==> src/inc/ncsr_pkg.sv <==
// Package of opcodes, timing constants and carrier structs for the NAND command sequencer host
// Operation
// - A unit reading ready 0 is busy; interleavable commands may target other units.
// - Single-plane internal move source and destination stay in one plane.
// - Cache read and cache program only while on-chip error correction is off.
// - Cache-read series with array busy only after page read or cache read.
// - Cache program with array busy only right after another cache program.
// - One-time-programmable sequences only after entering that mode by set-features.
// - Two-plane move is 00h,00h,35h then 85h,11h,85h,10h within each plane.
// - Two-plane random data read only after a two-plane page read.
// - After power-on reset opcode goes to every chip enable first.
package ncsr_pkg;
   localparam logic [7:0] OP_RESET     = 8'hff;
   localparam logic [7:0] OP_READ      = 8'h00;
   localparam logic [7:0] OP_READ_CONF = 8'h30;
   localparam logic [7:0] OP_CRD_SEQ   = 8'h31;
   localparam logic [7:0] OP_CRD_LAST  = 8'h3f;
   localparam logic [7:0] OP_MOVE_RD   = 8'h35;
   localparam logic [7:0] OP_PROG      = 8'h80;
   localparam logic [7:0] OP_PROG_CONF = 8'h10;
   localparam logic [7:0] OP_PROG_CACH = 8'h15;
   localparam logic [7:0] OP_PLANE_NXT = 8'h11;
   localparam logic [7:0] OP_MOVE_PG   = 8'h85;
   localparam logic [7:0] OP_RND2_RD   = 8'h06;
   localparam logic [7:0] OP_RND_CONF  = 8'he0;
   localparam logic [7:0] OP_ERASE     = 8'h60;
   localparam logic [7:0] OP_ERASE_NXT = 8'hd1;
   localparam logic [7:0] OP_ERASE_CNF = 8'hd0;
   localparam logic [7:0] OP_STATUS    = 8'h70;
   localparam logic [7:0] OP_SETFEAT   = 8'hef;
   localparam logic [7:0] OTP_FEAT_ADR = 8'h90;
   localparam logic [7:0] OTP_ENTER    = 8'h01;
   localparam logic [7:0] ST_RST_WP_HI = 8'he0;
   localparam logic [7:0] ST_RST_WP_LO = 8'h60;
   localparam logic [2:0] ADDR_FULL    = 3'd5;
   localparam logic [2:0] ADDR_ROW     = 3'd3;
   localparam logic [2:0] FEAT_PARAMS  = 3'd4;
   localparam int CLK_MHZ      = 125;
   localparam int RST_MAX_US   = 1000;
   localparam int RST_MAX_CYC  = RST_MAX_US * CLK_MHZ;
   localparam int PIN_DIV      = 4;
   localparam int CNT_W        = 20;

   // Host request: kind of sequence and its operands
   typedef enum logic [3:0] {
      NCSR_K_RESET, NCSR_K_READ, NCSR_K_CREAD_SEQ, NCSR_K_CREAD_LAST, NCSR_K_PROG,
      NCSR_K_PROG_CACHE, NCSR_K_ERASE, NCSR_K_READ2, NCSR_K_RND2, NCSR_K_ERASE2,
      NCSR_K_MOVE2, NCSR_K_OTP_ENTER, NCSR_K_OTP_READ, NCSR_K_STATUS
   } ncsr_kind_e;

   typedef struct packed {
      ncsr_kind_e  kind;
      logic [39:0] addr_a;
      logic [39:0] addr_b;
      logic        ecc_on;
   } ncsr_req_s;

   typedef struct packed {
      logic       cle;
      logic       ale;
      logic       we_n;
      logic       re_n;
      logic [7:0] dq_o;
      logic       dq_oe;
   } ncsr_pins_s;
endpackage

==> src/rtl/ncsr_pin_div.sv <==
// Enable-pulse divider pacing the host pin cycles
`timescale 1ns/1ns
module ncsr_pin_div (
   input  wire logic clk,   // System clock
   input  wire logic rst,   // Async reset
   output logic      tick   // One-cycle enable
);
   typedef struct packed {
      logic [3:0] cnt;
      logic       tick;
   } ncsr_div_s;

   ncsr_div_s s_q, s_d;

   always_comb begin
      s_d = s_q;
      s_d.tick = 1'b0;
      if (s_q.cnt == 4'(ncsr_pkg::PIN_DIV - 1)) begin
         s_d.cnt  = 4'h0;
         s_d.tick = 1'b1;
      end else begin
         s_d.cnt = s_q.cnt + 4'h1;
      end
   end

   always_ff @(posedge clk or posedge rst) begin
      if (rst) begin
         s_q <= '0;
      end else begin
         s_q <= s_d;
      end
   end

   assign tick = s_q.tick;
endmodule

==> src/rtl/ncsr_host.sv <==
// Host controller issuing legal NAND command sequences, including reset
`timescale 1ns/1ns
module ncsr_host #(
   parameter int RST_TIMEOUT = ncsr_pkg::RST_MAX_CYC
) (
   input  wire logic               clk,        // System clock
   input  wire logic               rst,        // Async reset
   input  wire logic               req_valid,  // Request strobe
   input  wire ncsr_pkg::ncsr_req_s req,       // Request contents
   output logic                    req_ready,  // Idle, may take request
   output logic                    done,       // Sequence finished pulse
   output logic                    refused,    // Request illegal pulse
   output logic                    timeout,    // Busy wait of any sequence overran pulse
   output logic [7:0]              status,     // Last status byte read
   output logic                    inited,     // Power-on reset done
   output ncsr_pkg::ncsr_pins_s    pins,       // Cycle pins to device
   input  wire logic [7:0]         dq_i,       // Device data in
   input  wire logic               rb_n,       // Ready/busy pin
   input  wire logic               array_ready_flag // Array ready pin
);
   typedef enum logic [2:0] {S_IDLE, S_EMIT, S_WAIT, S_STAT, S_DONE} ncsr_st_e;
   typedef enum logic [1:0] {C_CMD, C_ADR, C_DAT, C_END} ncsr_cyc_e;

   typedef struct packed {
      ncsr_st_e             st;
      logic [3:0]           step;
      logic [2:0]           sub;
      logic                 ph;
      ncsr_pkg::ncsr_req_s  r;
      ncsr_pkg::ncsr_kind_e last;
      logic                 otp_mode;
      logic                 inited;
      logic [ncsr_pkg::CNT_W-1:0] wcnt;
      logic                 rb1, rb2, ar1, ar2;
      logic [7:0]           dq1, dq2;
      logic                 req_ready, done, refused, timeout;
      logic [7:0]           status;
      ncsr_pkg::ncsr_pins_s pins;
   } ncsr_host_s;

   ncsr_host_s s_q, s_d;
   logic       tick;

   ncsr_pin_div u_div (
      .clk  (clk),
      .rst  (rst),
      .tick (tick)
   );

   // Sequence script: cycle type, byte and address count for one step
   function automatic logic [17:0] script(input ncsr_pkg::ncsr_kind_e k, input logic [3:0] i);
      logic [17:0] e;
      e = {C_END, 8'h00, 3'd0, 5'd0};
      case (k)
         ncsr_pkg::NCSR_K_RESET:      if (i == 0) e = {C_CMD, ncsr_pkg::OP_RESET, 8'h00};
         ncsr_pkg::NCSR_K_STATUS:     if (i == 0) e = {C_CMD, ncsr_pkg::OP_STATUS, 8'h00};
         ncsr_pkg::NCSR_K_CREAD_SEQ:  if (i == 0) e = {C_CMD, ncsr_pkg::OP_CRD_SEQ, 8'h00};
         ncsr_pkg::NCSR_K_CREAD_LAST: if (i == 0) e = {C_CMD, ncsr_pkg::OP_CRD_LAST, 8'h00};
         ncsr_pkg::NCSR_K_READ, ncsr_pkg::NCSR_K_OTP_READ: begin
            case (i)
               0: e = {C_CMD, ncsr_pkg::OP_READ, 8'h00};
               1: e = {C_ADR, 8'h00, ncsr_pkg::ADDR_FULL, 5'd0};
               2: e = {C_CMD, ncsr_pkg::OP_READ_CONF, 8'h00};
               default: ;
            endcase
         end
         ncsr_pkg::NCSR_K_PROG, ncsr_pkg::NCSR_K_PROG_CACHE: begin
            case (i)
               0: e = {C_CMD, ncsr_pkg::OP_PROG, 8'h00};
               1: e = {C_ADR, 8'h00, ncsr_pkg::ADDR_FULL, 5'd0};
               2: e = {C_CMD, (k == ncsr_pkg::NCSR_K_PROG) ? ncsr_pkg::OP_PROG_CONF : ncsr_pkg::OP_PROG_CACH, 8'h00};
               default: ;
            endcase
         end
         ncsr_pkg::NCSR_K_ERASE: begin
            case (i)
               0: e = {C_CMD, ncsr_pkg::OP_ERASE, 8'h00};
               1: e = {C_ADR, 8'h00, ncsr_pkg::ADDR_ROW, 5'd0};
               2: e = {C_CMD, ncsr_pkg::OP_ERASE_CNF, 8'h00};
               default: ;
            endcase
         end
         ncsr_pkg::NCSR_K_READ2: begin
            case (i)
               0, 2: e = {C_CMD, ncsr_pkg::OP_READ, 8'h00};
               1: e = {C_ADR, 8'h00, ncsr_pkg::ADDR_FULL, 5'd0};
               3: e = {C_ADR, 8'h01, ncsr_pkg::ADDR_FULL, 5'd0};
               4: e = {C_CMD, ncsr_pkg::OP_READ_CONF, 8'h00};
               default: ;
            endcase
         end
         ncsr_pkg::NCSR_K_RND2: begin
            case (i)
               0: e = {C_CMD, ncsr_pkg::OP_RND2_RD, 8'h00};
               1: e = {C_ADR, 8'h00, ncsr_pkg::ADDR_FULL, 5'd0};
               2: e = {C_CMD, ncsr_pkg::OP_RND_CONF, 8'h00};
               default: ;
            endcase
         end
         ncsr_pkg::NCSR_K_ERASE2: begin
            case (i)
               0, 3: e = {C_CMD, ncsr_pkg::OP_ERASE, 8'h00};
               1: e = {C_ADR, 8'h00, ncsr_pkg::ADDR_ROW, 5'd0};
               2: e = {C_CMD, ncsr_pkg::OP_ERASE_NXT, 8'h00};
               4: e = {C_ADR, 8'h01, ncsr_pkg::ADDR_ROW, 5'd0};
               5: e = {C_CMD, ncsr_pkg::OP_ERASE_CNF, 8'h00};
               default: ;
            endcase
         end
         ncsr_pkg::NCSR_K_MOVE2: begin
            case (i)
               0, 2: e = {C_CMD, ncsr_pkg::OP_READ, 8'h00};
               1: e = {C_ADR, 8'h00, ncsr_pkg::ADDR_FULL, 5'd0};
               3: e = {C_ADR, 8'h01, ncsr_pkg::ADDR_FULL, 5'd0};
               4: e = {C_CMD, ncsr_pkg::OP_MOVE_RD, 8'h00};
               5: e = {C_END, 8'h01, 8'h00};
               6, 9: e = {C_CMD, ncsr_pkg::OP_MOVE_PG, 8'h00};
               7: e = {C_ADR, 8'h00, ncsr_pkg::ADDR_FULL, 5'd0};
               8: e = {C_CMD, ncsr_pkg::OP_PLANE_NXT, 8'h00};
               10: e = {C_ADR, 8'h01, ncsr_pkg::ADDR_FULL, 5'd0};
               11: e = {C_CMD, ncsr_pkg::OP_PROG_CONF, 8'h00};
               default: ;
            endcase
         end
         ncsr_pkg::NCSR_K_OTP_ENTER: begin
            case (i)
               0: e = {C_CMD, ncsr_pkg::OP_SETFEAT, 8'h00};
               1: e = {C_ADR, ncsr_pkg::OTP_FEAT_ADR, 3'd1, 5'd0};
               2: e = {C_DAT, ncsr_pkg::OTP_ENTER, ncsr_pkg::FEAT_PARAMS, 5'd0};
               default: ;
            endcase
         end
         default: ;
      endcase
      return e;
   endfunction

   // Legality of a request against the host's view of the target
   function automatic logic legal(input ncsr_pkg::ncsr_req_s q, input ncsr_host_s s);
      logic cache, abusy, plane_ok;
      cache    = q.kind inside {ncsr_pkg::NCSR_K_CREAD_SEQ, ncsr_pkg::NCSR_K_CREAD_LAST,
                                ncsr_pkg::NCSR_K_PROG_CACHE};
      abusy    = !s.ar2;
      plane_ok = q.addr_a[16] == 1'b0 && q.addr_b[16] == 1'b1;
      legal = 1'b1;
      if (!s.inited && q.kind != ncsr_pkg::NCSR_K_RESET) legal = 1'b0;
      if (!s.rb2 && q.kind != ncsr_pkg::NCSR_K_RESET && q.kind != ncsr_pkg::NCSR_K_STATUS)
         legal = 1'b0;
      if (cache && q.ecc_on) legal = 1'b0;
      if (abusy && (q.kind == ncsr_pkg::NCSR_K_CREAD_SEQ || q.kind == ncsr_pkg::NCSR_K_CREAD_LAST) &&
          !(s.last inside {ncsr_pkg::NCSR_K_READ, ncsr_pkg::NCSR_K_CREAD_SEQ, ncsr_pkg::NCSR_K_CREAD_LAST}))
         legal = 1'b0;
      if (abusy && q.kind == ncsr_pkg::NCSR_K_PROG_CACHE && s.last != ncsr_pkg::NCSR_K_PROG_CACHE)
         legal = 1'b0;
      if (q.kind == ncsr_pkg::NCSR_K_OTP_READ && !s.otp_mode) legal = 1'b0;
      if (q.kind == ncsr_pkg::NCSR_K_RND2 && s.last != ncsr_pkg::NCSR_K_READ2) legal = 1'b0;
      if (q.kind == ncsr_pkg::NCSR_K_MOVE2 && !plane_ok) legal = 1'b0;
      return legal;
   endfunction

   logic [17:0] ent;
   ncsr_cyc_e   ecyc;
   logic [7:0]  ebyte;
   logic [2:0]  ecnt;

   always_comb begin
      ent   = script(s_q.r.kind, s_q.step);
      ecyc  = ncsr_cyc_e'(ent[17:16]);
      ebyte = ent[15:8];
      ecnt  = ent[7:5];
      s_d = s_q;
      s_d.rb1 = rb_n;
      s_d.rb2 = s_q.rb1;
      s_d.ar1 = array_ready_flag;
      s_d.ar2 = s_q.ar1;
      // Data pins come from the device's own timing, so they are synchronised too
      s_d.dq1 = dq_i;
      s_d.dq2 = s_q.dq1;
      s_d.done = 1'b0;
      s_d.refused = 1'b0;
      s_d.timeout = 1'b0;
      case (s_q.st)
         S_IDLE: begin
            s_d.pins.we_n = 1'b1;
            s_d.pins.re_n = 1'b1;
            if (req_valid) begin
               s_d.req_ready = 1'b0;
               if (legal(req, s_q) || (req.kind == ncsr_pkg::NCSR_K_RESET)) begin
                  s_d.r = req;
                  s_d.step = 4'h0;
                  s_d.sub = 3'd0;
                  s_d.ph = 1'b0;
                  s_d.st = S_EMIT;
               end else begin
                  s_d.refused = 1'b1;
                  s_d.st = S_DONE;
               end
            end
         end
         S_EMIT: if (tick) begin
            if (ecyc == C_END) begin
               s_d.pins = '{cle: 1'b0, ale: 1'b0, we_n: 1'b1, re_n: 1'b1, dq_o: 8'h00, dq_oe: 1'b0};
               s_d.wcnt = '0;
               s_d.st = (s_q.r.kind == ncsr_pkg::NCSR_K_OTP_ENTER) ? S_DONE : S_WAIT;
               if (s_q.r.kind == ncsr_pkg::NCSR_K_OTP_ENTER) s_d.otp_mode = 1'b1;
            end else if (!s_q.ph) begin
               s_d.pins.cle = (ecyc == C_CMD);
               s_d.pins.ale = (ecyc == C_ADR);
               s_d.pins.we_n = 1'b0;
               s_d.pins.dq_oe = 1'b1;
               s_d.pins.dq_o = (ecyc == C_ADR && ebyte != ncsr_pkg::OTP_FEAT_ADR) ?
                  (ebyte[0] ? s_q.r.addr_b[8*s_q.sub +: 8] : s_q.r.addr_a[8*s_q.sub +: 8]) :
                  ((ecyc == C_DAT && s_q.sub != 3'd0) ? 8'h00 : ebyte);
               s_d.ph = 1'b1;
            end else begin
               s_d.pins.we_n = 1'b1;
               s_d.ph = 1'b0;
               if (ecyc != C_CMD && s_q.sub != ecnt - 3'd1) begin
                  s_d.sub = s_q.sub + 3'd1;
               end else begin
                  s_d.sub = 3'd0;
                  s_d.step = s_q.step + 4'h1;
               end
            end
         end
         S_WAIT: begin
            // Busy may be slow to assert; wait a short settle before trusting ready
            s_d.wcnt = s_q.wcnt + 1'b1;
            if (s_q.wcnt > 20'd8 && s_q.rb2) begin
               if (s_q.step == 4'h5 && s_q.r.kind == ncsr_pkg::NCSR_K_MOVE2) begin
                  s_d.step = 4'h6;
                  s_d.st = S_EMIT;
               end else begin
                  s_d.st = (s_q.r.kind == ncsr_pkg::NCSR_K_STATUS || s_q.r.kind == ncsr_pkg::NCSR_K_RESET)
                     ? S_STAT : S_DONE;
                  s_d.wcnt = '0;
               end
            end else if (s_q.wcnt == 20'(RST_TIMEOUT)) begin
               s_d.timeout = 1'b1;
               s_d.st = S_DONE;
            end
         end
         S_STAT: begin
            // Status byte sampled during a read strobe of two pin ticks
            if (tick) begin
               s_d.pins.re_n = s_q.ph;
               s_d.ph = !s_q.ph;
               if (s_q.ph) begin
                  s_d.status = s_q.dq2;
                  if (s_q.r.kind == ncsr_pkg::NCSR_K_RESET) begin
                     s_d.inited = 1'b1;
                     s_d.otp_mode = 1'b0;
                  end
                  s_d.st = S_DONE;
               end
            end
         end
         S_DONE: begin
            if (!s_q.refused && !s_q.timeout) begin
               s_d.last = s_q.r.kind;
               s_d.done = 1'b1;
            end
            s_d.req_ready = 1'b1;
            s_d.st = S_IDLE;
         end
         default: s_d.st = S_IDLE;
      endcase
   end

   always_ff @(posedge clk or posedge rst) begin
      if (rst) begin
         s_q <= '0;
         s_q.st <= S_IDLE;
         s_q.req_ready <= 1'b1;
         s_q.pins.we_n <= 1'b1;
         s_q.pins.re_n <= 1'b1;
         s_q.last <= ncsr_pkg::NCSR_K_RESET;
      end else begin
         s_q <= s_d;
      end
   end

   assign req_ready = s_q.req_ready;
   assign done      = s_q.done;
   assign refused   = s_q.refused;
   assign timeout   = s_q.timeout;
   assign status    = s_q.status;
   assign inited    = s_q.inited;
   assign pins      = s_q.pins;
endmodule

==> config.mk <==
export PLATFORM = sky130hd
export DESIGN_NAME = ncsr_host
export DESIGN_NICKNAME = d
export VERILOG_FILES = /design/src/inc/ncsr_pkg.sv /design/src/rtl/ncsr_pin_div.sv /design/src/rtl/ncsr_host.sv
export SDC_FILE = /design/constraint.sdc
export NUM_CORES = 1
export LEC_CHECK = 0
export BUFFER_PORTS_ARGS = -buffer_cell sky130_fd_sc_hd__buf_2
export CAP_MARGIN = 25
export CORE_ASPECT_RATIO = 0.6
export CORE_MARGIN = 2
export CORE_UTILIZATION = 50
export DETAILED_ROUTE_END_ITERATION = 16
export PLACE_DENSITY = 0.74
export REMOVE_ABC_BUFFERS = 1
export SLEW_MARGIN = 20
export SYNTH_ARGS = -nofsm -noshare
export SYNTH_HDL_FRONTEND = slang
export SYNTH_SLANG_ARGS = --single-unit
==> constraint.sdc <==
create_clock -name clk -period 4.96 [get_ports clk]
set_input_delay 0.496 -clock clk [delete_from_list [all_inputs] [get_ports clk]]
set_output_delay 0.496 -clock clk [all_outputs]
set_load 0.005 [all_outputs]
==> reports/results.tsv, run 1 <==
stage	metric	value	unit
run_status	outcome	completed	
route	routed.top_layer	met4	
route	wl_met2	8660	µm
worst_setup_path	cp_max_fo	33	
sta	fin_crit	3.94	ns
clock_network	htree_levels	4	
power_and_ir_drop	power.leakage	0.00472	µW
worst_setup_path	crit_type	register to register	
place	dp_cells	1136	
power_and_ir_drop	powerDensity	513	nW/µm²
sta	final_max_slew_viol_count	0	
route	post_drt_wl_per_cell	19.0	µm
clock_network	ctsResizeCount	0	
finish	drive_gt1_share	32.2	%
run	drv_cap	0	
floorplan	die_w	178	µm
clock_network	postCtsHoldBufs	0	
finish	fin_util	57.5	%
power_and_ir_drop	p_clk_share	24.5	%
finish	diodes	0	
power_and_ir_drop	ir_drop	0.299	mV
clock_network	clk_path_buf_depth	2	
clock_network	clock_latency	0.44	ns
worst_hold_path	worst_hold_path_type	input pin to register	
synth	synth_cell_types	80	
sta	grt_setup_unrepaired	no	
sta	worst_slew_pin_slew	0.980	ns
global_route	first_global_vias	6363	
synth	avgSynthCellArea	10.9	µm²
synth	syn_area	9060	µm²
synth	yosys_warnings	0	
finish	area_growth	13.7	%
finish	final_nets	1025	
synth	synthArstFlopShare	100	%
route	met3_wirelength	1930	µm
route	vias	6857	
worst_setup_path	worstSetupStartpoint	s_q[153]	
route	drc	0	
sta	setup_violations	0	
global_route	grt_usage	23.9	%
worst_setup_path	critPathArrivalTime	4.26	ns
place	pre_cts_ws	1.16	ns
finish	final_cells	1169	
global_route	grt_max_degree	82	
synth	synth-edff-count	0	
route	vias_per_cell	5.87	
route	first_pass_iters	5	
floorplan	io_pins	124	
clock_network	clockRootBuffer	clkbuf_16	
global_route	grt_pass1_wl	35200	µm
clock_network	cts_tree	built	
worst_setup_path	end_kind	register	
sta	finClkSkew	0.0131	ns
synth	synth_seq_area_share	47.3	%
sta	setup_ws	1.02	ns
sta	relSlewSlack	34.7	%
floorplan	start_util	50.6	%
synth	ys.flop_type	dfrtp_1	
worst_setup_path	required	5.27	ns
route	drt-met1-wl	11400	µm
clock_network	post_cts_buffers	0	
route	first_iter_violations	605	
global_route	overflow	0	
clock_network	clkSinkCount	171	
global_route	grt_antenna_before_repair	0	
worst_setup_path	r2r-start	s_q[153]	
floorplan	die_h	108	µm
place	dp_hpwl	15700	µm
power_and_ir_drop	pwr-share-comb	34.9	%
clock_network	path_clk_slew	0.07	ns
power_and_ir_drop	p_seq_share	40.5	%
power_and_ir_drop	p_switching	1870	µW
sta	fin_crit_sh	79.5	%
sta	hold_violations	0	
power_and_ir_drop	p_int	3410	µW
sta	finalSetupTns	0	ns
sta	max_freq	0.254	GHz
route	wl	22200	µm
route	drt.antenna.violating_nets	0	
worst_setup_path	worst_setup_path_start_kind	register	
floorplan	fp.dieArea	19300	µm²
worst_hold_path	hp-start	dq_i[5]	
power_and_ir_drop	switching_share	35.5	%
synth	ys_seq_elements	171	
floorplan	fp-row-count	38	
place	gp_congestion	0.992	
synth	syn_inst	828	
place	port_buffers	123	
floorplan	core_area	17900	µm²
clock_network	cts_buffers	17	
## worst max-delay path: stages, from the launching register on
cell      delay (ns)
dfrtp_1         0.98
nand4b_1        0.37
nor3b_1         0.40
a211oi_1        0.15
and2_1          0.21
ha_1            0.20
xor2_1          0.25
xor2_1          0.10
and3_1          0.19
o211ai_1        0.17
nand4_1         0.23
nand2_1         0.22
mux2_2          0.34
## power groups by stage
stage | Sequential [µW] | Combinational [µW] | Clock [µW]
global placement | 2140 | 1790 | 0
global route | 2190 | 2020 | 1390
floorplan | 2050 | 1330 | 0
detailed placement | 2150 | 1810 | 0
CTS | 2130 | 1820 | 1320
finish | 2140 | 1850 | 1300
## layout by cell type (no fill, tap or decap), drive strengths merged, types with 5 or more instances in the layout
| cell type | n |
|---|---|
| dfrtp | 168 |
| buf | 137 |
| mux2 | 96 |
| nor2 | 63 |
| nand2 | 53 |
| o21ai | 46 |
| a21oi | 34 |
| clkbuf | 20 |
| inv | 19 |
| nand3 | 17 |
| nor2b | 16 |
| mux4 | 14 |
| mux2i | 13 |
| ha | 11 |
| o211ai | 10 |
| nand2b | 10 |
| or3 | 10 |
| nor4bb | 10 |
| nor3b | 10 |
| a22oi | 9 |
| nor3 | 9 |
| xor2 | 9 |
| nor4 | 9 |
| and3 | 8 |
| a31oi | 7 |
| a21o | 7 |
| and2 | 7 |
| nand4b | 6 |
| nand4 | 6 |
| a22o | 6 |
| nand3b | 6 |
| and3b | 5 |
| clkinvlp | 5 |
| clkinv | 5 |
## cell usage after synthesis (11+ instances only)
library cell,instances,area [µm²]
nand3_1,17,85.1
o21ai_0,44,220
nand2_1,53,199
buf_2,18,90.1
clkbuf_1,23,86.3
a21oi_1,34,170
dfrtp_1,168,4200
mux2_2,96,1080
mux2i_1,13,130
buf_4,23,173
nor2_1,62,233
nor2b_1,16,100
ha_1,11,138
mux4_2,14,315
inv_1,17,63.8
## cell families (layout without fill, tap and decap cells)
logic type,Yosys count,in the layout,synth area share (%)
AO/OA/AOI/OAI,165,165,12.3
adder cells (fa/ha/maj),11,11,1.52
XOR/XNOR,10,10,0.967
flip-flops,171,171,47.3
buffers and inverters,86,187,4.93
AND/OR/NAND/NOR,262,262,16.2
multiplexers,123,123,16.8
## layout make-up
class / count / area, µm²
sequential: 171 / 4280
multi-input combinational: 571 / 4340
inverter: 18 / 72.6
clock inverter: 12 / 115
tap: 240 / 300
clock buffer: 20 / 457
fill: 1491 / 7620
timing repair buffer: 137 / 728
## flip-flops by register name (all words and copies together) (netlist names)
name and flops:
pins 13, refused 1, s_q 130, req_ready 1, timeout 1, s_d 10, done 1, status 8
inited 1, u_div.tick 1, u_div.s_q 4
## stage by stage
step                power [µW]  cell area (µm²)  hold WS (ns)
finish                    5280            10300         0.166
global route              5600            10300         0.144
CTS                       5280            10300         0.140
detailed placement        3960             9710         0.336
global placement          3930             9710         0.332
floorplan                 3380             8680         0.331
## final timing paths
check                              to  slack, ns  depth (start not counted)
min in group asynchronous   status[7]       0.19                          2
hold reg to reg               s_q[32]       0.35                          0
setup / recovery             s_q[160]       1.02                         12
hold / removal                s_d[30]       0.17                          1
max in group asynchronous  u_div.tick       3.65                          3
setup reg to reg             s_q[160]       1.02                         12
## layer usage
metal | track usage (%) | vias up
met1 | 39.0 | 3375
met3 | 6.72 | 17
li1 | - | 3187
met2 | 30.5 | 278
met5 | 0 | -
met4 | 5.09 | 0
Power figures use the tool's default switching activity.
==> run 2: changes to the inputs <==
--- a/config.mk
+++ b/config.mk
@@ -5,13 +5,14 @@
 export SDC_FILE = /design/constraint.sdc
 export NUM_CORES = 1
 export LEC_CHECK = 0
+export ABC_AREA = 1
 export BUFFER_PORTS_ARGS = -buffer_cell sky130_fd_sc_hd__buf_2
 export CAP_MARGIN = 25
 export CORE_ASPECT_RATIO = 0.6
 export CORE_MARGIN = 2
 export CORE_UTILIZATION = 50
 export DETAILED_ROUTE_END_ITERATION = 16
-export PLACE_DENSITY = 0.74
+export PLACE_DENSITY = 0.71
 export REMOVE_ABC_BUFFERS = 1
 export SLEW_MARGIN = 20
 export SYNTH_ARGS = -nofsm -noshare
==> constraint.sdc (replaced) <==
create_clock -name clk -period 4.1 [get_ports clk]
set_input_delay 0.41 -clock clk [delete_from_list [all_inputs] [get_ports clk]]
set_output_delay 0.41 -clock clk [all_outputs]
set_load 0.005 [all_outputs]
==> run 2 against run 1 <==
Total power up 8.3%. Critical path type unchanged. Largest power group unchanged. Highest routed layer unchanged. Clock power up 28%. Critical path depth up 2. Fmax up 40%. Sequential share of layout area down 1.8 points. Routed wire length up 12%.
==> reports/results.tsv, run 2 <==
stage	metric	value	unit	change
run_status	outcome	completed		unchanged
worst_setup_path	cp_max_fo	50		was 33
worst_setup_path	critPathBufInv	4		was 0
route	first_iter_violations	856		was 605
place	dp_hpwl	18000	µm	was 15700 µm
route	drc	0		unchanged
place	port_buffers	123		unchanged
finish	drive_gt1_share	17.1	%	was 32.2%
worst_setup_path	crit_type	register to register		unchanged
power_and_ir_drop	ir_drop	0.291	mV	was 0.299 mV
worst_setup_path	r2r-start	s_q[160]		was s_q[153]
sta	fin_crit	2.81	ns	was 3.94 ns
worst_setup_path	worst_r2r_endpoint	pins[7]		was s_q[160]
clock_network	cts_buffers	17		unchanged
clock_network	htree_levels	4		unchanged
place	post_dp_cell_area	10100	µm²	was 9710 µm²
worst_setup_path	critical-path-top-delay-family	simple AND/OR/NAND/NOR gates		unchanged
sta	setup_violations	0		unchanged
sta	fin_hold_ws	0.0763	ns	was 0.166 ns
route	vias	8530		was 6857
floorplan	io_pins	124		unchanged
route	vias_per_cell	5.40		was 5.87
synth	yosys_warnings	0		unchanged
floorplan	die_w	182	µm	was 178 µm
clock_network	clockRootBuffer	clkbuf_16		unchanged
finish	top_register	s_q		unchanged
floorplan	die_h	111	µm	was 108 µm
finish	diodes	0		unchanged
synth	synth_seq_area_share	45.1	%	was 47.3%
sta	final_max_slew_viol_count	0		unchanged
clock_network	clkSinkCount	171		unchanged
global_route	grt_max_degree	106		was 82
clock_network	clk_path_buf_depth	2		unchanged
clock_network	path_clk_slew	0.07	ns	about the same
run	drv_cap	0		unchanged
sta	grt_setup_unrepaired	no		unchanged
power_and_ir_drop	power.leakage	0.00545	µW	was 0.00472 µW
finish	area_growth	13.3	%	was 13.7%
clock_network	cts_tree	built		unchanged
worst_setup_path	crit_path_end	pins[7]		was s_q[160]
worst_setup_path	worst_setup_path_start_kind	register		unchanged
worst_setup_path	end_kind	register		unchanged
route	drt.antenna.violating_nets	0		unchanged
clock_network	clock_latency	0.44	ns	about the same
finish	multiInputGateArea	4210	µm²	was 4340 µm²
finish	regArea	4280	µm²	unchanged
worst_setup_path	reg2reg_slack	1.29	ns	was 1.02 ns
finish	largest_reg_flops	130		unchanged
floorplan	start_util	51.7	%	was 50.6%
clock_network	ctsResizeCount	0		unchanged
worst_hold_path	worst_hold_path_type	input pin to register		unchanged
global_route	grt_antenna_before_repair	0		unchanged
finish	layout_commonest_cell	nand2_1		was dfrtp_1
route	first_pass_iters	7		was 5
worst_setup_path	crit_chain	inv_1 > ha_1 > inv_1 > nor2_1 > o21ai_2 > buf_4 > nand3_2 > buf_4 > nor2_1 > nor3b_1 > nor2_1 > nand2_1 > nand2_1 > nand2_1		was nand4b_1 > nor3b_1 > a211oi_1 > and2_1 > ha_1 > xor2_1 > xor2_1 > and3_1 > o211ai_1 > nand4_1 > nand2_1 > mux2_2
floorplan	core_area	18400	µm²	was 17900 µm²
synth	synth.most_common_cell	nand2_1		was dfrtp_1
finish	fin_area	10800	µm²	was 10300 µm²
worst_setup_path	critPathArrivalTime	3.19	ns	was 4.26 ns
power_and_ir_drop	powerDensity	531	nW/µm²	was 513 nW/µm²
synth	avgSynthCellArea	7.64	µm²	was 10.9 µm²
sta	setup_ws	1.29	ns	was 1.02 ns
clock_network	post_cts_buffers	0		unchanged
sta	fin_crit_sh	68.6	%	was 79.5%
floorplan	fp.dieArea	20100	µm²	was 19300 µm²
place	pre_cts_ws	1.35	ns	was 1.16 ns
synth	syn_area	9490	µm²	was 9060 µm²
synth	synthTopCellsByArea	dfrtp_1 (44%), nand2_1 (14%), o21ai_0 (5.6%), inv_1 (5.5%), nand3_1 (5.2%)		was dfrtp_1 (46%), mux2_2 (12%), mux4_2 (3.5%), nor2_1 (2.6%), o21ai_0 (2.4%)
worst_setup_path	crit_slowest_cell	dfrtp_1		unchanged
global_route	first_global_vias	7715		was 6363
worst_setup_path	worstSetupStartpoint	s_q[160]		was s_q[153]
synth	synth_cell_types	49		was 80
route	post_drt_wl_per_cell	15.8	µm	was 19.0 µm
synth	syn_inst	1243		was 828
finish	fillers	1672		was 1491
global_route	grt_usage	25.5	%	was 23.9%
synth	synth-edff-count	0		unchanged
synth	synth_top_cell_by_area	dfrtp_1		unchanged
route	wl	24900	µm	was 22200 µm
synth	ys_seq_elements	171		unchanged
worst_setup_path	required	4.47	ns	was 5.27 ns
synth	synth.top_cells.by_count	nand2_1 (344), dfrtp_1 (168), inv_1 (138)		was dfrtp_1 (168), mux2_2 (96), nor2_1 (62)
sta	hold_violations	0		unchanged
power_and_ir_drop	finalPower	5720	µW	was 5280 µW
sta	worst_slew_pin_slew	0.810	ns	was 0.980 ns
worst_setup_path	timing.critical_path.slowest_cell_delay	0.45	ns	was 0.98 ns
synth	synth_top_area_share	44.3	%	was 46.4%
sta	max_freq	0.355	GHz	was 0.254 GHz
synth	ys.flop_type	dfrtp_1		unchanged
sta	finClkSkew	0.00789	ns	was 0.0131 ns
finish	mostFrequentLayoutCells	nand2_1 (344), dfrtp_1 (168), inv_1 (137)		was dfrtp_1 (168), buf_2 (123), mux2_2 (96)
sta	relSlewSlack	46.0	%	was 34.7%
worst_setup_path	crit_cells	14		was 12
global_route	overflow	0		unchanged
floorplan	fp-row-count	38		unchanged
place	gp_congestion	0.926		was 0.992
synth	synthArstFlopShare	100	%	unchanged
finish	final_nets	1436		was 1025
global_route	grt_pass1_wl	40700	µm	was 35200 µm
worst_setup_path	ff2ff_path_depth	14		was 12
## run 2: through the flow
| step | setup TNS (ns) | utilization, % | instances |
|---|---|---|---|
| after floorplan | -157.39 | - | 1169 |
| final | 0 | 58.6 | 1580 |
| after CTS | 0 | 58.4 | 1578 |
| after global routing | 0 | 58.6 | 1580 |
| after global placement | 0 | 55.1 | 1546 |
| after detailed placement | 0 | 55.1 | 1546 |
## run 2: kinds of logic after synthesis
| family | after synthesis | share of synthesized area (%) |
|---|---|---|
| buf+inv | 228 | 10.6 |
| mux | 8 | 0.949 |
| fa+ha+maj | 11 | 1.45 |
| compound gates | 176 | 10.1 |
| flops | 171 | 45.1 |
| xor+xnor | 20 | 1.84 |
| simple gates | 629 | 29.9 |
## run 2: layer usage
layer	up-vias	global-route usage (%)	wire [µm]
li1	4165	-	-
met1	3951	40.7	12500
met2	383	33.1	9720
met3	31	6.90	2300
met4	0	6.83	386
met5	-	0	0
## run 2: worst min-delay path by stage
stage | cells after the start | start | slack [ns] | end
after floorplan | 0 | s_d[25] | 0.33 | s_q[25]
after global placement | 0 | s_d[29] | 0.33 | s_q[29]
after detailed placement | 0 | s_d[29] | 0.33 | s_q[29]
after CTS | 1 | dq_i[2] | 0.06 | s_d[27]
after global routing | 1 | dq_i[2] | 0.06 | s_d[27]
final | 1 | dq_i[4] | 0.08 | s_d[29]
## run 2: repair_timing
action	4_1_cts	5_1_grt
endpoints found under the setup margin	0	0
hold buffers	0	1
endpoints found under the hold margin	0	31
## run 2: worst register-to-register path, stage by stage (launching register included)
cell and delay [ns]:
dfrtp_1 0.45, inv_1 0.11, ha_1 0.29, inv_1 0.07, nor2_1 0.17, o21ai_2 0.09
buf_4 0.24, nand3_2 0.11, buf_4 0.41, nor2_1 0.11, nor3b_1 0.41, nor2_1 0.11
nand2_1 0.08, nand2_1 0.05, nand2_1 0.05
## run 2: cell type report
type	instances	share of cell area (%)
multi-input cells	844	39.1
well taps	240	2.79
inverters	154	5.43
repair buffers	139	7.16
clock buffers	19	4.21
clock inverters	13	1.45
flip-flops and latches	171	39.8
## run 2: power by group
group          total, µW  leakage [µW]  internal, µW  switching, µW
logic               1760       0.00301           596           1160
clock network       1670      0.000300           948            724
registers           2290       0.00214          2090            204
total               5720       0.00545          3630           2090
==> run 3: changes to the inputs <==
==> constraint.sdc (replaced) <==
create_clock -name clk -period 2.9 [get_ports clk]
set_input_delay 0.29 -clock clk [delete_from_list [all_inputs] [get_ports clk]]
set_output_delay 0.29 -clock clk [all_outputs]
set_load 0.005 [all_outputs]
==> run 3 against run 2 <==
Core utilization up 1.2 points. Worst hold slack worse by 0.012 ns. Die area unchanged. Final cell count up 1.0%. Sequential power up 41%. Register-to-register slack worse by 1.0 ns. Total power up 42%. Highest routed layer unchanged. Via count up 1.1%. Routed wire length up 2.8%. Clock skew up 0.0054 ns.
==> reports/results.tsv, run 3 (synthesized netlist as in run 2, its figures left out) <==
stage	metric	value	unit	change
run_status	outcome	completed		unchanged
floorplan	start_util	51.7	%	unchanged
clock_network	cts_buffers	17		unchanged
floorplan	io_pins	124		unchanged
finish	fin_area	11000	µm²	was 10800 µm²
global_route	grt_antenna_before_repair	0		unchanged
worst_setup_path	cp_max_fo	9		was 50
worst_setup_path	crit_path_end	s_q[160]		was pins[7]
sta	fin_crit	2.62	ns	was 2.81 ns
power_and_ir_drop	p_int	5200	µW	was 3630 µW
power_and_ir_drop	p_switching	2890	µW	was 2090 µW
worst_setup_path	worst_r2r_endpoint	s_q[160]		was pins[7]
place	dp_hpwl	18600	µm	was 18000 µm
place	port_buffers	123		unchanged
global_route	grt_pass1_wl	42900	µm	was 40700 µm
worst_setup_path	crit_type	register to register		unchanged
finish	area_growth	15.5	%	was 13.3%
sta	hold_violations	0		unchanged
route	drt.antenna.violating_nets	0		unchanged
finish	layout_commonest_cell	nand2_1		unchanged
worst_setup_path	r2r-start	s_q[163]		was s_q[160]
power_and_ir_drop	powerDensity	738	nW/µm²	was 531 nW/µm²
clock_network	path_clk_slew	0.07	ns	about the same
power_and_ir_drop	pwr-share-comb	31.6	%	was 30.7%
floorplan	die_h	111	µm	unchanged
finish	final_cells	1596		was 1580
sta	relSlewSlack	43.3	%	was 46.0%
route	drc	0		unchanged
power_and_ir_drop	p_clk_share	28.5	%	was 29.2%
worst_hold_path	worst_hold_path_type	input pin to register		unchanged
finish	fin_util	59.8	%	was 58.6%
run	drv_cap	0		unchanged
place	post_dp_cell_area	10200	µm²	was 10100 µm²
sta	finClkSkew	0.0133	ns	was 0.00789 ns
power_and_ir_drop	ir_drop	0.382	mV	was 0.291 mV
clock_network	clock_latency	0.43	ns	was 0.44 ns
global_route	overflow	0		unchanged
floorplan	core_area	18400	µm²	unchanged
sta	finalSetupTns	0	ns	unchanged
power_and_ir_drop	switching_share	35.7	%	was 36.5%
clock_network	cts_tree	built		unchanged
route	post_drt_wl_per_cell	16.0	µm	was 15.8 µm
route	wl	25600	µm	was 24900 µm
power_and_ir_drop	power.leakage	0.00552	µW	was 0.00545 µW
route	first_iter_violations	927		was 856
finish	mostFrequentLayoutCells	nand2_1 (343), dfrtp_1 (167), inv_1 (137)		was nand2_1 (344), dfrtp_1 (168), inv_1 (137)
worst_setup_path	ff2ff_path_depth	16		was 14
finish	largest_reg_flops	130		unchanged
worst_setup_path	worst_setup_path_start_kind	register		unchanged
finish	top_register	s_q		unchanged
finish	diodes	0		unchanged
route	vias	8624		was 8530
clock_network	htree_levels	4		unchanged
worst_setup_path	end_kind	register		unchanged
place	dp_cells	1551		was 1546
finish	final_nets	1453		was 1436
floorplan	die_w	182	µm	unchanged
sta	setup_violations	0		unchanged
finish	fillers	1683		was 1672
clock_network	clockRootBuffer	clkbuf_16		unchanged
finish	drive_gt1_share	17.6	%	was 17.1%
sta	max_freq	0.382	GHz	was 0.355 GHz
global_route	grt_usage	26.6	%	was 25.5%
worst_setup_path	required	3.22	ns	was 4.47 ns
worst_setup_path	worstSetupStartpoint	s_q[163]		was s_q[160]
route	vias_per_cell	5.40		about the same
place	gp_congestion	0.978		was 0.926
global_route	grt_max_degree	87		was 106
floorplan	fp.dieArea	20100	µm²	unchanged
sta	worst_slew_pin_slew	0.850	ns	was 0.810 ns
global_route	first_global_vias	8217		was 7715
sta	fin_crit_sh	90.4	%	was 68.6%
power_and_ir_drop	finalPower	8100	µW	was 5720 µW
sta	final_max_slew_viol_count	0		unchanged
power_and_ir_drop	p_seq_share	39.9	%	was 40.0%
clock_network	clk_path_buf_depth	2		unchanged
clock_network	clkSinkCount	171		unchanged
floorplan	fp-row-count	38		unchanged
worst_setup_path	reg2reg_slack	0.28	ns	was 1.29 ns
sta	grt_setup_unrepaired	no		unchanged
worst_setup_path	critPathArrivalTime	2.94	ns	was 3.19 ns
route	first_pass_iters	6		was 7
run 3: cell count changes in the layout (fill, tap and decap cells not counted), moves of 2 or more:
cell           previous run  this run
buf_12                    1         7
clkbuf_1                  0         2
clkinv_4                  4         2
clkinvlp_4                0         3
dlygate4sd3_1             1        11
inv_6                     8         2
run 3: power by group through the flow:
stage | clock, µW | sequential, µW | combinational, µW
floorplan | 0 | 3200 | 1720
global placement | 0 | 3250 | 2460
detailed placement | 0 | 3260 | 2490
CTS | 2340 | 3230 | 2530
global route | 2450 | 3290 | 2930
finish | 2310 | 3230 | 2560
run 3: repair_timing:
action	in CTS	in global routing
setup endpoints to repair	0	11
gates resized for setup	0	8
hold endpoints to repair	76	0
hold buffers	11	0
buffers inserted	0	3
run 3: how the worst min path moves through the flow:
stage                     startpoint  endpoint  slack (ns)  cells after the start
after floorplan              dq_i[0]   s_d[25]        0.32                      0
after global placement       s_d[27]   s_q[27]        0.33                      0
after detailed placement     s_d[43]   s_q[43]        0.34                      0
after CTS                    req[27]   s_q[98]        0.06                      3
after global routing          req[8]   s_q[79]        0.06                      3
final                        req[27]   s_q[98]        0.06                      3
run 3: per-stage QoR:
| stage | hold WS [ns] | worst slack (ns) |
|---|---|---|
| after floorplan | 0.321 | -2.02 |
| after global placement | 0.331 | 0.266 |
| after detailed placement | 0.336 | 0.217 |
| after CTS | 0.0561 | 0.195 |
| after global routing | 0.0632 | 0.00785 |
| final | 0.0646 | 0.279 |
run 3: cell type report:
cell class | count | area, µm² | area share [%]
Inverter | 154 | 584 | 5.33
Clock buffer | 22 | 474 | 4.32
Tap cell | 240 | 300 | 2.74
Multi-Input combinational cell | 844 | 4230 | 38.6
Clock inverter | 9 | 114 | 1.04
Timing Repair Buffer | 156 | 982 | 8.95
Sequential cell | 171 | 4280 | 39.1
run 3: critical path, stage by stage, from the launching register on:
cell,delay [ns]
dfrtp_1,0.53
nor2_8,0.24
nand2_2,0.13
inv_2,0.13
nand2_1,0.06
nand2_1,0.09
inv_1,0.06
nand4_1,0.11
inv_1,0.06
ha_1,0.20
xnor2_1,0.20
xor2_1,0.22
nand3_2,0.15
nand3_4,0.12
nand2_2,0.08
nand2_1,0.08
nand2_1,0.05
run 3: per-layer routing:
layer / track usage [%] / vias up / share of wire, %
li1: - / 4201 / -
met5: 0 / - / 0
met4: 7.20 / 0 / 1.4
met3: 4.70 / 33 / 8.2
met1: 44.1 / 4047 / 52
met2: 34.6 / 343 / 39
